==> config.mk <==
export PLATFORM = sky130hd
export DESIGN_NAME = virtual_address_translation_walker
export DESIGN_NICKNAME = d
export VERILOG_FILES = /design/src/core/virtual_address_translation_walker.v
export VERILOG_INCLUDE_DIRS = /design/src /design/src/core
export SDC_FILE = /design/constraint.sdc
export NUM_CORES = 1
export LEC_CHECK = 0
export BUFFER_PORTS_ARGS = -buffer_cell sky130_fd_sc_hd__buf_2
export CAP_MARGIN = 20
export CORE_UTILIZATION = 55
export CTS_CLUSTER_DIAMETER = 150
export DETAILED_ROUTE_END_ITERATION = 6
export PLACE_DENSITY = 0.84
export SLEW_MARGIN = 20
export SYNTH_ARGS = -nofsm -noshare
export SYNTH_HDL_FRONTEND = slang
export SYNTH_SLANG_ARGS = --single-unit
export TNS_END_PERCENT = 30
==> constraint.sdc <==
create_clock -name mclk -period 4.35 [get_ports mclk]
set_input_delay 0.87 -clock mclk [delete_from_list [all_inputs] [get_ports mclk]]
set_output_delay 0.87 -clock mclk [all_outputs]
set_load 0.01 [all_outputs]
==> src/core/vat_map.vh <==
`ifndef VAT_MAP_VH
`define VAT_MAP_VH
// ****************************************
// register offsets (byte addresses)
// ****************************************
`define VAT_BASE_LO 8'h00
`define VAT_BASE_HI 8'h04
`define VAT_STATUS 8'h08
`define VAT_PA_LO 8'h0c
`define VAT_PA_HI 8'h10
`define VAT_BASE_RST 34'h000000000
// ****************************************
// table entry fields (36-bit singleword)
// ****************************************
`define VAT_VALID 35
`define VAT_STE_ACC_HI 34
`define VAT_STE_ACC_LO 32
`define VAT_STE_PTA_HI 31
`define VAT_PTE_USED 34
`define VAT_PTE_MOD 33
`define VAT_PTE_ACC_HI 32
`define VAT_PTE_ACC_LO 30
`define VAT_FRAME_HI 21
// access bits inside a 3-bit access field
`define VAT_ACC_W 2
`define VAT_ACC_X 1
`define VAT_ACC_R 0
// ****************************************
// trap codes
// ****************************************
`define VAT_TRAP_NONE 3'h0
`define VAT_TRAP_DIR_GROUP 3'h1
`define VAT_TRAP_GROUP 3'h2
`define VAT_TRAP_DIR_PAGE 3'h3
`define VAT_TRAP_PAGE 3'h4
`define VAT_TRAP_ACCESS 3'h5
`endif

==> src/core/virtual_address_translation_walker.v <==
// Function
// - 31-bit virtual address in, 34-bit physical address out, segments and pages.
// - ring number chooses one of four virtual spaces, which may overlap.
// - a page holds 4096 quarterwords; a space holds up to 2^19 pages.
// - page tables hold 16 entries; their 16 pages form one page group.
// - directory holds one pointer per page table, one continuous list.
// - four lookups: two inside the directory, two to the target.
// - a base register gives the 34-bit start of the descriptor group table.
// - each directory pointer is 8 quarterwords; group table has 16 entries.
// - first index is ring number over virtual-address bits 0 and 1.
// - virtual-address bits 2 to 5 pick the descriptor page entry.
// - virtual-address bits 6 to 14 pick the target group entry.
// - four bits from virtual-address bit 15 pick the target page entry.
// - virtual-address bits 19 to 30 give the quarterword offset in the page.
// - trap when the target page is not resident.
// - record referenced and written status in each target page entry.
// - enforce read, write and execute rights per page.
// - any group or page entry may be null; handle it.
// - no uniqueness check on entry targets.
// - invalid group entry traps group-absent, directory variant for directory.
// - invalid page entry traps page-absent, rest ignored.
// - set used bit on load, modified bit on write.
// - valid page entry gives a 22-bit frame number.
`include "vat_map.vh"
`default_nettype none
module virtual_address_translation_walker (
  input wire mclk, // core clock
  input wire nrst, // async reset, active low
  input wire req, // translation request pulse
  input wire [1:0] req_ring, // ring of the access
  input wire [30:0] req_vaddr, // virtual address, bit 30 is address bit 0
  input wire req_rd, // access reads
  input wire req_wr, // access writes
  input wire req_ex, // access executes
  output reg busy, // walk in progress
  output reg done, // one-cycle pulse, result valid
  output reg [33:0] paddr, // translated physical address
  output reg trap, // one-cycle pulse with done on a trap
  output reg [2:0] trap_code, // cause of the trap
  output reg mem_rd, // memory read pulse
  output reg mem_wr, // memory write pulse
  output reg [33:0] mem_addr, // quarterword address of the entry
  output reg [35:0] mem_wdata, // entry written back
  input wire mem_ack, // memory answer pulse
  input wire [35:0] mem_rdata, // entry read, valid with mem_ack
  input wire [7:0] reg_addr, // register byte address
  input wire [31:0] reg_wdata, // register write data
  input wire reg_wr, // register write strobe
  input wire reg_rd, // register read strobe
  output reg [31:0] reg_rdata // read data, cycle after reg_rd
);
  // ****************************************
  // walk states
  // ****************************************
  localparam [2:0] S_IDLE = 3'h0;
  localparam [2:0] S_ISSUE = 3'h1;
  localparam [2:0] S_WAIT = 3'h2;
  localparam [2:0] S_WB = 3'h3;
  localparam [2:0] S_WBW = 3'h4;
  // lookup order of one walk, directory first, target last
  localparam [1:0] STEP_DGRP = 2'h0;
  localparam [1:0] STEP_DPAGE = 2'h1;
  localparam [1:0] STEP_TGRP = 2'h2;
  localparam [1:0] STEP_TPAGE = 2'h3;

  // ****************************************
  // walk registers
  // ****************************************
  // walk position
  reg [2:0] state_q;
  reg [1:0] step_q;
  // request, held for the whole walk so the core may move on
  reg [1:0] ring_q;
  reg [30:0] va_q;
  reg [2:0] kind_q;
  // descriptor group table base, written by software
  reg [33:0] dir_base_q;
  // base of the table for the next lookup, and target group rights
  reg [33:0] tbl_q;
  reg [2:0] grp_acc_q;
  // outcome of the last walk, kept for software
  reg [2:0] last_trap_q;
  reg [33:0] last_pa_q;

  // ****************************************
  // virtual-address fields
  // ****************************************
  // address bit n sits at req bit 30-n, so bit 0 is the msb
  wire [3:0] idx_dgrp = {ring_q, va_q[30:29]};
  wire [3:0] idx_dpage = va_q[28:25];
  wire [8:0] idx_tgrp = va_q[24:16];
  wire [3:0] idx_tpage = va_q[15:12];
  wire [11:0] pg_off = va_q[11:0];

  // fields of the entry just returned
  wire ent_valid = mem_rdata[`VAT_VALID];
  wire [33:0] ent_pta = {mem_rdata[`VAT_STE_PTA_HI:0], 2'b00};
  wire [2:0] ste_acc = mem_rdata[`VAT_STE_ACC_HI:`VAT_STE_ACC_LO];
  wire [2:0] pte_acc = mem_rdata[`VAT_PTE_ACC_HI:`VAT_PTE_ACC_LO];
  wire [21:0] frame_number = mem_rdata[`VAT_FRAME_HI:0];
  wire [2:0] eff_acc = grp_acc_q & pte_acc;
  // a request asking for any right the page lacks is blocked
  wire acc_bad = |(kind_q & ~eff_acc);

  // ****************************************
  // entry address for each lookup
  // ****************************************
  reg [33:0] ent_addr;
  always @*
  begin
    case (step_q)
      // group entries are 8 quarterwords, page entries 4
      STEP_DGRP: ent_addr = dir_base_q + {27'h0, idx_dgrp, 3'h0};
      STEP_DPAGE: ent_addr = tbl_q + {28'h0, idx_dpage, 2'h0};
      STEP_TGRP: ent_addr = {tbl_q[33:12], idx_tgrp, 3'h0};
      default: ent_addr = tbl_q + {28'h0, idx_tpage, 2'h0};
    endcase
  end

  // ****************************************
  // walk state machine
  // ****************************************
  // four lookups, then an optional write-back of the target page entry;
  // nothing checks whether two entries share a target, so rings may
  // alias the same tables freely
  always @(posedge mclk or negedge nrst)
  begin
    if (!nrst)
    begin
      // idle, no memory traffic, no result shown
      state_q <= S_IDLE;
      step_q <= STEP_DGRP;
      ring_q <= 2'h0;
      va_q <= 31'h0;
      kind_q <= 3'h0;
      tbl_q <= 34'h0;
      grp_acc_q <= 3'h0;
      busy <= 1'b0;
      done <= 1'b0;
      trap <= 1'b0;
      trap_code <= `VAT_TRAP_NONE;
      paddr <= 34'h0;
      mem_rd <= 1'b0;
      mem_wr <= 1'b0;
      mem_addr <= 34'h0;
      mem_wdata <= 36'h0;
      last_trap_q <= `VAT_TRAP_NONE;
      last_pa_q <= 34'h0;
    end
    else
    begin
      // every pulse output drops unless a branch raises it
      done <= 1'b0;
      trap <= 1'b0;
      mem_rd <= 1'b0;
      mem_wr <= 1'b0;
      case (state_q)
        // latch the request; requests while busy are ignored
        S_IDLE:
        begin
          if (req)
          begin
            ring_q <= req_ring;
            va_q <= req_vaddr;
            kind_q <= {req_wr, req_ex, req_rd};
            step_q <= STEP_DGRP;
            busy <= 1'b1;
            state_q <= S_ISSUE;
          end
        end
        // one lookup per pass; mem_addr stands until the next lookup
        S_ISSUE:
        begin
          mem_rd <= 1'b1;
          mem_addr <= ent_addr;
          state_q <= S_WAIT;
        end
        // memory latency is open, so the walk waits for the answer
        S_WAIT:
        begin
          if (mem_ack)
          begin
            if (!ent_valid)
            begin
              // null entry: stop here, ignore the other fields
              done <= 1'b1;
              trap <= 1'b1;
              busy <= 1'b0;
              state_q <= S_IDLE;
              // directory lookups report their own trap variants
              case (step_q)
                STEP_DGRP: trap_code <= `VAT_TRAP_DIR_GROUP;
                STEP_DPAGE: trap_code <= `VAT_TRAP_DIR_PAGE;
                STEP_TGRP: trap_code <= `VAT_TRAP_GROUP;
                default: trap_code <= `VAT_TRAP_PAGE;
              endcase
              // software sees the same cause in the status register
              case (step_q)
                STEP_DGRP: last_trap_q <= `VAT_TRAP_DIR_GROUP;
                STEP_DPAGE: last_trap_q <= `VAT_TRAP_DIR_PAGE;
                STEP_TGRP: last_trap_q <= `VAT_TRAP_GROUP;
                default: last_trap_q <= `VAT_TRAP_PAGE;
              endcase
            end
            else
            begin
              case (step_q)
                // descriptor page table of this ring and address quarter
                STEP_DGRP:
                begin
                  tbl_q <= ent_pta; // any ring may point here
                  step_q <= STEP_DPAGE;
                  state_q <= S_ISSUE;
                end
                // one page of the directory itself
                STEP_DPAGE:
                begin
                  // directory page frame; low 12 bits index it
                  tbl_q <= {frame_number, 12'h000};
                  step_q <= STEP_TGRP;
                  state_q <= S_ISSUE;
                end
                // target page table and the group's rights
                STEP_TGRP:
                begin
                  tbl_q <= ent_pta;
                  grp_acc_q <= ste_acc;
                  step_q <= STEP_TPAGE;
                  state_q <= S_ISSUE;
                end
                // target page entry: rights, bookkeeping, result
                default:
                begin
                  // kept on paddr even on a rights trap; the PA registers are not updated
                  paddr <= {frame_number, pg_off};
                  // rights are checked before any bookkeeping is written
                  if (acc_bad)
                  begin
                    done <= 1'b1;
                    trap <= 1'b1;
                    trap_code <= `VAT_TRAP_ACCESS;
                    last_trap_q <= `VAT_TRAP_ACCESS;
                    busy <= 1'b0;
                    state_q <= S_IDLE;
                  end
                  else if (!mem_rdata[`VAT_PTE_USED] ||
                           (kind_q[`VAT_ACC_W] && !mem_rdata[`VAT_PTE_MOD]))
                  begin
                    // write back only when a bit changes, saving the write and its answer
                    mem_wdata <= mem_rdata |
                      {1'b0, 1'b1, kind_q[`VAT_ACC_W], 33'h0};
                    state_q <= S_WB;
                  end
                  // bookkeeping already current: finish at once
                  else
                  begin
                    done <= 1'b1;
                    trap_code <= `VAT_TRAP_NONE;
                    last_trap_q <= `VAT_TRAP_NONE;
                    last_pa_q <= {frame_number, pg_off};
                    busy <= 1'b0;
                    state_q <= S_IDLE;
                  end
                end
              endcase
            end
          end
        end
        // bookkeeping write of the target page entry
        S_WB:
        begin
          // same address as the page entry just read
          mem_wr <= 1'b1;
          state_q <= S_WBW;
        end
        // the walk ends only once the write is answered
        S_WBW:
        begin
          if (mem_ack)
          begin
            done <= 1'b1;
            trap_code <= `VAT_TRAP_NONE;
            last_trap_q <= `VAT_TRAP_NONE;
            last_pa_q <= paddr;
            busy <= 1'b0;
            state_q <= S_IDLE;
          end
        end
        // unused state codes fall back to idle
        default:
        begin
          busy <= 1'b0;
          state_q <= S_IDLE;
        end
      endcase
    end
  end

  // ****************************************
  // register port
  // ****************************************
  // write decode, one register per strobe
  wire wr_base_lo = reg_wr && (reg_addr == `VAT_BASE_LO);
  wire wr_base_hi = reg_wr && (reg_addr == `VAT_BASE_HI);

  // base writes during a walk take effect at the next walk's first lookup
  always @(posedge mclk or negedge nrst)
  begin
    if (!nrst)
    begin
      // base stays at zero until software writes it
      dir_base_q <= `VAT_BASE_RST;
      reg_rdata <= 32'h0;
    end
    else
    begin
      if (wr_base_lo)
      begin
        dir_base_q[31:0] <= reg_wdata;
      end
      if (wr_base_hi)
      begin
        dir_base_q[33:32] <= reg_wdata[1:0];
      end
      // read data stand for one cycle only, zero otherwise
      reg_rdata <= 32'h0;
      if (reg_rd)
      begin
        // unmapped offsets read as zero
        case (reg_addr)
          `VAT_BASE_LO: reg_rdata <= dir_base_q[31:0];
          `VAT_BASE_HI: reg_rdata <= {30'h0, dir_base_q[33:32]};
          `VAT_STATUS: reg_rdata <= {28'h0, last_trap_q, busy};
          `VAT_PA_LO: reg_rdata <= last_pa_q[31:0];
          `VAT_PA_HI: reg_rdata <= {30'h0, last_pa_q[33:32]};
          default: reg_rdata <= 32'h0;
        endcase
      end
    end
  end
endmodule
`default_nettype wire

# Yosys cells after proc, flatten, opt, wreduce, memory -nomap -nowiden
# Index checks and enable logic that the tools add are counted.
[classes]
eq_ne = 20
n_reduce_logical = 26
bitwise_logic = 7
add_sub_neg = 3
mux = 53
[ops]
columns = ["op", "count"]
rows = [
  ["two-way mux 34 bit", 6],
  ["one-hot mux 32 bit (5 select lines)", 1],
  ["one-hot mux 34 bit (2 select lines)", 2],
  ["one-hot mux 34 bit (3 select lines)", 1],
  ["adder 34 x 6 -> 34 bit", 2],
  ["OR 36 x 35 -> 36 bit", 1],
  ["adder 34 x 7 -> 34 bit", 1],
  ["two-way mux 32 bit", 1],
  ["two-way mux 3 bit", 8],
  ["two-way mux 1 bit", 20],
  ["equality test 8 x 4 -> 1 bit, second input constant", 2],
  ["one-hot mux 3 bit (5 select lines)", 1],
  ["two-way mux 2 bit", 7],
  ["inequality test 2 bit, second input constant", 7],
  ["AND reduction 4 bit", 3],
  ["AND reduction 6 bit", 2],
  ["AND reduction 5 bit", 2],
  ["one-hot mux 3 bit (3 select lines)", 1],
  ["equality test 8 x 3 -> 1 bit, second input constant", 1],
  ["equality test 8 x 5 -> 1 bit, second input constant", 1],
  ["logical NOT 8 bit", 1],
  ["inequality test 4 bit, second input constant", 2],
  ["AND reduction 7 bit", 1],
  ["bitwise AND 3 bit", 2],
  ["23 further kinds", 33],
]
[totals]
word_cells = 129
reg_bits = 290
out_inout_bits = 144

# Logic depth before layout (Yosys ltp)
[logic_depth]
depth_word = 9
mapped_depth = 11
depth_no_buf = 11

# Least setup slack after synthesis
# OpenSTA, ideal clock, no wires.
[synth_path]
kind = "register to register"
from = "reg step_q[0]"
to = "reg mem_addr[16]"
setup_time_ns = 0.126
period_less_slack_ns = 2.955
t_required_ns = 4.224
path_stages_with_launch = 11
slack_ns = 1.395
arrival_time_ns = 2.829
cell_sequence = "dfrtp_1 ha_1 mux2_2 ha_1 inv_1 fa_1 nand2b_1 a21oi_1 nand2_1 o311a_1 o32a_1"
[synth_via]
elab_chain_cells = 2
[synth_lines]
columns = ["element", "line", "text"]
rows = [
  ["start, declared", "virtual_address_translation_walker.v:71", "reg [1:0] step_q;"],
  ["start signal, assigned", "virtual_address_translation_walker.v:132", "step_q <= STEP_DGRP;"],
  ["start signal, assigned", "virtual_address_translation_walker.v:166", "step_q <= STEP_DGRP;"],
  ["start signal, assigned", "virtual_address_translation_walker.v:212", "step_q <= STEP_DPAGE;"],
  ["equality test 2 bit (tied with other cells)", "virtual_address_translation_walker.v:111", "case (step_q)"],
  ["one-hot mux 34 bit (3 select lines) *", "virtual_address_translation_walker.v:111", ""],
  ["end signal, assigned", "virtual_address_translation_walker.v:175", "mem_addr <= ent_addr;"],
  ["end, declared", "virtual_address_translation_walker.v:42", "output reg [33:0] mem_addr,"],
]
# Every way passes the cells marked *; elsewhere a longest branch is shown, timed or not.
# A chain may end at the register's enable or synchronous reset.

# Final worst setup path
[layout_path]
from = "reg step_q[1]"
to = "reg mem_addr[16]"
# Same word-level chain as after synthesis.

==> results.txt <==
The run finished, with violations left. The final reports fail on design-rule violations. TritonCTS built the clock tree.

The source-to-sink clock delay at the later pin of the worst-skew pair came out at 0.55 ns. The total standard cell area after synthesis came out at 13780 um^2. The count of placed standard cells in the final layout, fillers left out is 1801.

The initial standard-cell utilization of the core came out at 0.5633. The critical path required time came out at 4.78 ns. The number of iterations in the first detailed-routing pass came out at 7. The final RePlAce weighted congestion is 0.9102. By startpoint and endpoint, the worst setup path is classified as register to register. The count of yosys warnings during synthesis came out at 0. The area growth from synthesis to final layout came out at 18.70%. The leakage power came out at 7.897 nW. The number of global-route vias before repair is about 11k.

In the routed design, unresolved DRC markers number 3. The cell area power density came out at just under 600 nW/um^2. The area share of xor/xnor cells in the synthesized design is 0.008899. The multiplexer area fraction after synthesis came out at 0.1953.

The post-synthesis share of cell area spent on full adders, half adders and majority gates is 0.01380. The number of DRC markers in iteration 0 is between 1k and 1.5k. The unique cell type count in the Yosys netlist came out at 72.

The fraction of the mapped netlist area in compound gates came out at 0.1160. The max-cap check violation count is 0. The sequential cell area fraction in the yosys report is 0.5230. The final number of max-transition violations came out at 0. The routed via count came out at between 10k and 15k. In this run, CTS created clock tree buffers numbering 29.

The finished layout cell area came out at 16360 um^2. For this run, the total global-route usage over all layers was measured as 0.2990. The count of antenna-violating nets left after detailed routing is 0. The total core area came out at about 24000 um^2. In this run the number of H-tree levels came out at 1. STA classifies the critical path startpoint as a register. The die height is around 160 um.

The final setup skew is just under 0.01 ns. CTS saw approximately 290 sinks. The maximum achievable frequency came out at 287.5 MHz. The fraction of layout instances using a drive strength above 1 came out at 0.3742.

The number of instances resized during post-cts repair is 0. The maximum resistive drop on vdd came out at 0.0003720 V. Post-CTS timing repair inserted 0 buffers for setup. The count of endpoints failing hold in the final timing report came out at 0. The die area came out at 25690 um^2.

The synthesized netlist net count is 1354. The relative slew slack is 0.3068. Of all nets on the critical path, the largest fanout is 8. The actual transition at the worst max-transition pin is 1.036 ns. The number of rows created at floorplan is 57. The final cycle utilization of the critical path is 0.7997. During I/O placement, the number of pins put on the boundary was 262. Of the total synthesized cell area, the portion taken by AND, OR, NAND and NOR gates is 0.1123. The filler cells instantiated in the layout total between 1.5k and 2k.

The number of flops mapped to enable cells by yosys is 0. The maximum number of pins on one net before global-route repair came out at 104. For this run, the leading register cell type out of synthesis is dfrtp_1. The average wire length per cell after detail routing came out at 21.33 um. The number of instances in the synthesized netlist is 1222. The total wire length came out at 38.41 mm. The die is 160.3 um wide.

The per-cell via count in the routed design is 6.115. The largest total area in the synthesized netlist belongs to dfrtp_1. The maximum buffer depth of the clock tree is 3. The final HPWL from detailed placement came out at about 28 mm. Setup violations remaining at the end of the flow were counted as 0.

The worst path arrival time came out at around 3.9 ns. The path class of the tightest hold or removal check is input pin to async pin. The clock slew seen by the registers of the worst setup and hold paths came out at 0.06 ns. The placed instance area came out at roughly 15000 um^2. The first global-routing pass estimated 59.85 mm of wire. The tree is rooted in a clkbuf_16. The final total negative setup slack is 0 ns.

The synthesized area per cell is between 10 and 15 um^2. The number of port buffers is approximately 260. The total grt overflow is 0. For this design, the CTS-stage hold fixing added 0 buffers. STA classifies the critical path endpoint as a register. After the last flow step, the layout net total stands at 1584.

The share of synthesized area in the top cell type comes to 0.5230. Yosys attributes the largest share of cell area to dfrtp_1 52%, mux2_2 18%, nand2_1 2.7%, o21ai_0 2.4%, nor2_1 2.2%. The initial antenna violation count came out at 3. Counting flops and latches in the post-synthesis netlist gives around 290. The async set-reset flop share out of synthesis came out at 1.000. The cell count after placement came out at about 1.7k. By area, the combinational part of the netlist is dominated by multiplexers. Setup repair after global routing left no endpoint under its margin. The final critical-path required period is 3.479 ns.

Final hold analysis gives a worst-case slack of 0.3145 ns.
-- synthesized netlist by cell type (4+ instances only) --
master,instances
nand2_1,98
o31ai_1,5
o211ai_1,4
nor3_1,15
o32a_1,4
nand2b_1,14
a31oi_1,25
buf_2,12
and3_1,5
or3_1,6
nor4_1,22
o21ai_0,66
o311a_1,4
a221oi_1,5
a211oi_1,6
buf_1,15
xor2_1,7
nand4_1,14
inv_1,26
mux2_2,215
a22oi_1,31
a21oi_1,29
a21o_1,6
mux2i_1,27
ha_1,12
xnor2_1,7
nor2_1,82
o31a_1,8
or4_1,9
nand3_1,25
dfrtp_1,288
clkbuf_1,52
and4_1,7
o21a_1,7
-- layout make-up --
cell class | instances | area (um^2) | area share
well taps | 324 | 405.4 | 0.02479
inverters | 28 | 105.1 | 0.006426
multi-input cells | 826 | 6181 | 0.3779
diodes | 2 | 5.005 | 0.0003060
repair buffers | 279 | 1496 | 0.09149
flip-flops and latches | 288 | 7207 | 0.4406
clock inverters | 13 | 125.1 | 0.007650
clock buffers | 41 | 830.8 | 0.05080
-- placed cells by master, fill, tap and decap left out, drive strengths merged, types with 27 or more instances in the layout --
| master | count |
|---|---|
| mux2i | 27 |
| clkbuf | 41 |
| a22oi | 31 |
| o21ai | 68 |
| a21oi | 29 |
| nand2 | 98 |
| nor2 | 83 |
| buf | 279 |
| dfrtp | 288 |
| inv | 28 |
| mux2 | 215 |
-- worst paths after layout --
kind | slack [ns] | endpoint | cells past startpoint | from
setup / recovery | 0.87 | mem_addr[16] | 11 | step_q[1]
hold / removal | 0.31 | mem_wdata[28] | 1 | nrst
setup reg to reg | 0.87 | mem_addr[16] | 11 | step_q[1]
hold reg to reg | 0.48 | mem_wdata[34] | 1 | mem_wdata[34]
max in group asynchronous | 2.98 | paddr[9] | 2 | nrst
min in group mclk | 0.48 | mem_wdata[34] | 1 | mem_wdata[34]
-- routing by layer --
| layer | routed length [um] | global-route usage | vias to the layer above |
|---|---|---|---|
| met3 | 3448 | 0.06701 | 94 |
| met2 | 17460 | 0.4567 | 556 |
| li1 | - | - | 4934 |
| met4 | 1315 | 0.1074 | 0 |
| met1 | 16190 | 0.4204 | 5429 |
| met5 | 0 | 0 | - |
-- registers in the layout, summed over array words and instances (netlist names) --
| register | cells |
|---|---|
| mem_wdata | 36 |
| dir_base_q | 34 |
| last_pa_q | 34 |
| mem_addr | 34 |
| paddr | 34 |
| reg_rdata | 32 |
| tbl_q | 32 |
| va_q | 31 |
| grp_acc_q | 3 |
| kind_q | 3 |
| last_trap_q | 3 |
| state_q | 3 |
| ring_q | 2 |
| step_q | 2 |
| busy | 1 |
| done | 1 |
| mem_rd | 1 |
| mem_wr | 1 |
| trap | 1 |
-- logic make-up after synthesis --
| group | Yosys count |
|---|---|
| buffers and inverters | 108 |
| xor gates and xnor gates | 14 |
| muxes | 242 |
| and+or+nand+nor | 317 |
| DFF | 288 |
| adders and majority gates | 14 |
| AOI/OAI and AO/OA | 239 |
-- metrics by stage --
step,setup WS [ns],utilization,power (mW)
floorplan,1.395,-,5.838
global placement,1.137,0.6282,6.885
detailed placement,0.9903,0.6282,7.018
CTS,0.9567,0.6673,9.524
global route,0.7367,0.6686,10.04
finish,0.8713,0.6686,9.562
-- worst max-delay path: stages (launching register included) --
cell      delay (ns)
dfrtp_1         0.40
inv_1           0.11
ha_1            0.32
mux2_2          0.21
ha_1            0.15
inv_1           0.06
fa_1            0.40
nand2b_1        0.24
a21oi_1         0.58
nand2_1         0.21
o311a_1         0.34
o32a_1          0.34
-- power by group --
part	internal (mW)	leakage, nW	switching (mW)
sequential	3.41	3.76	0.801
clock	1.45	0.476	1.04
combinational	1.28	3.66	1.58
Note: power is estimated with default switching activity, not from simulation.
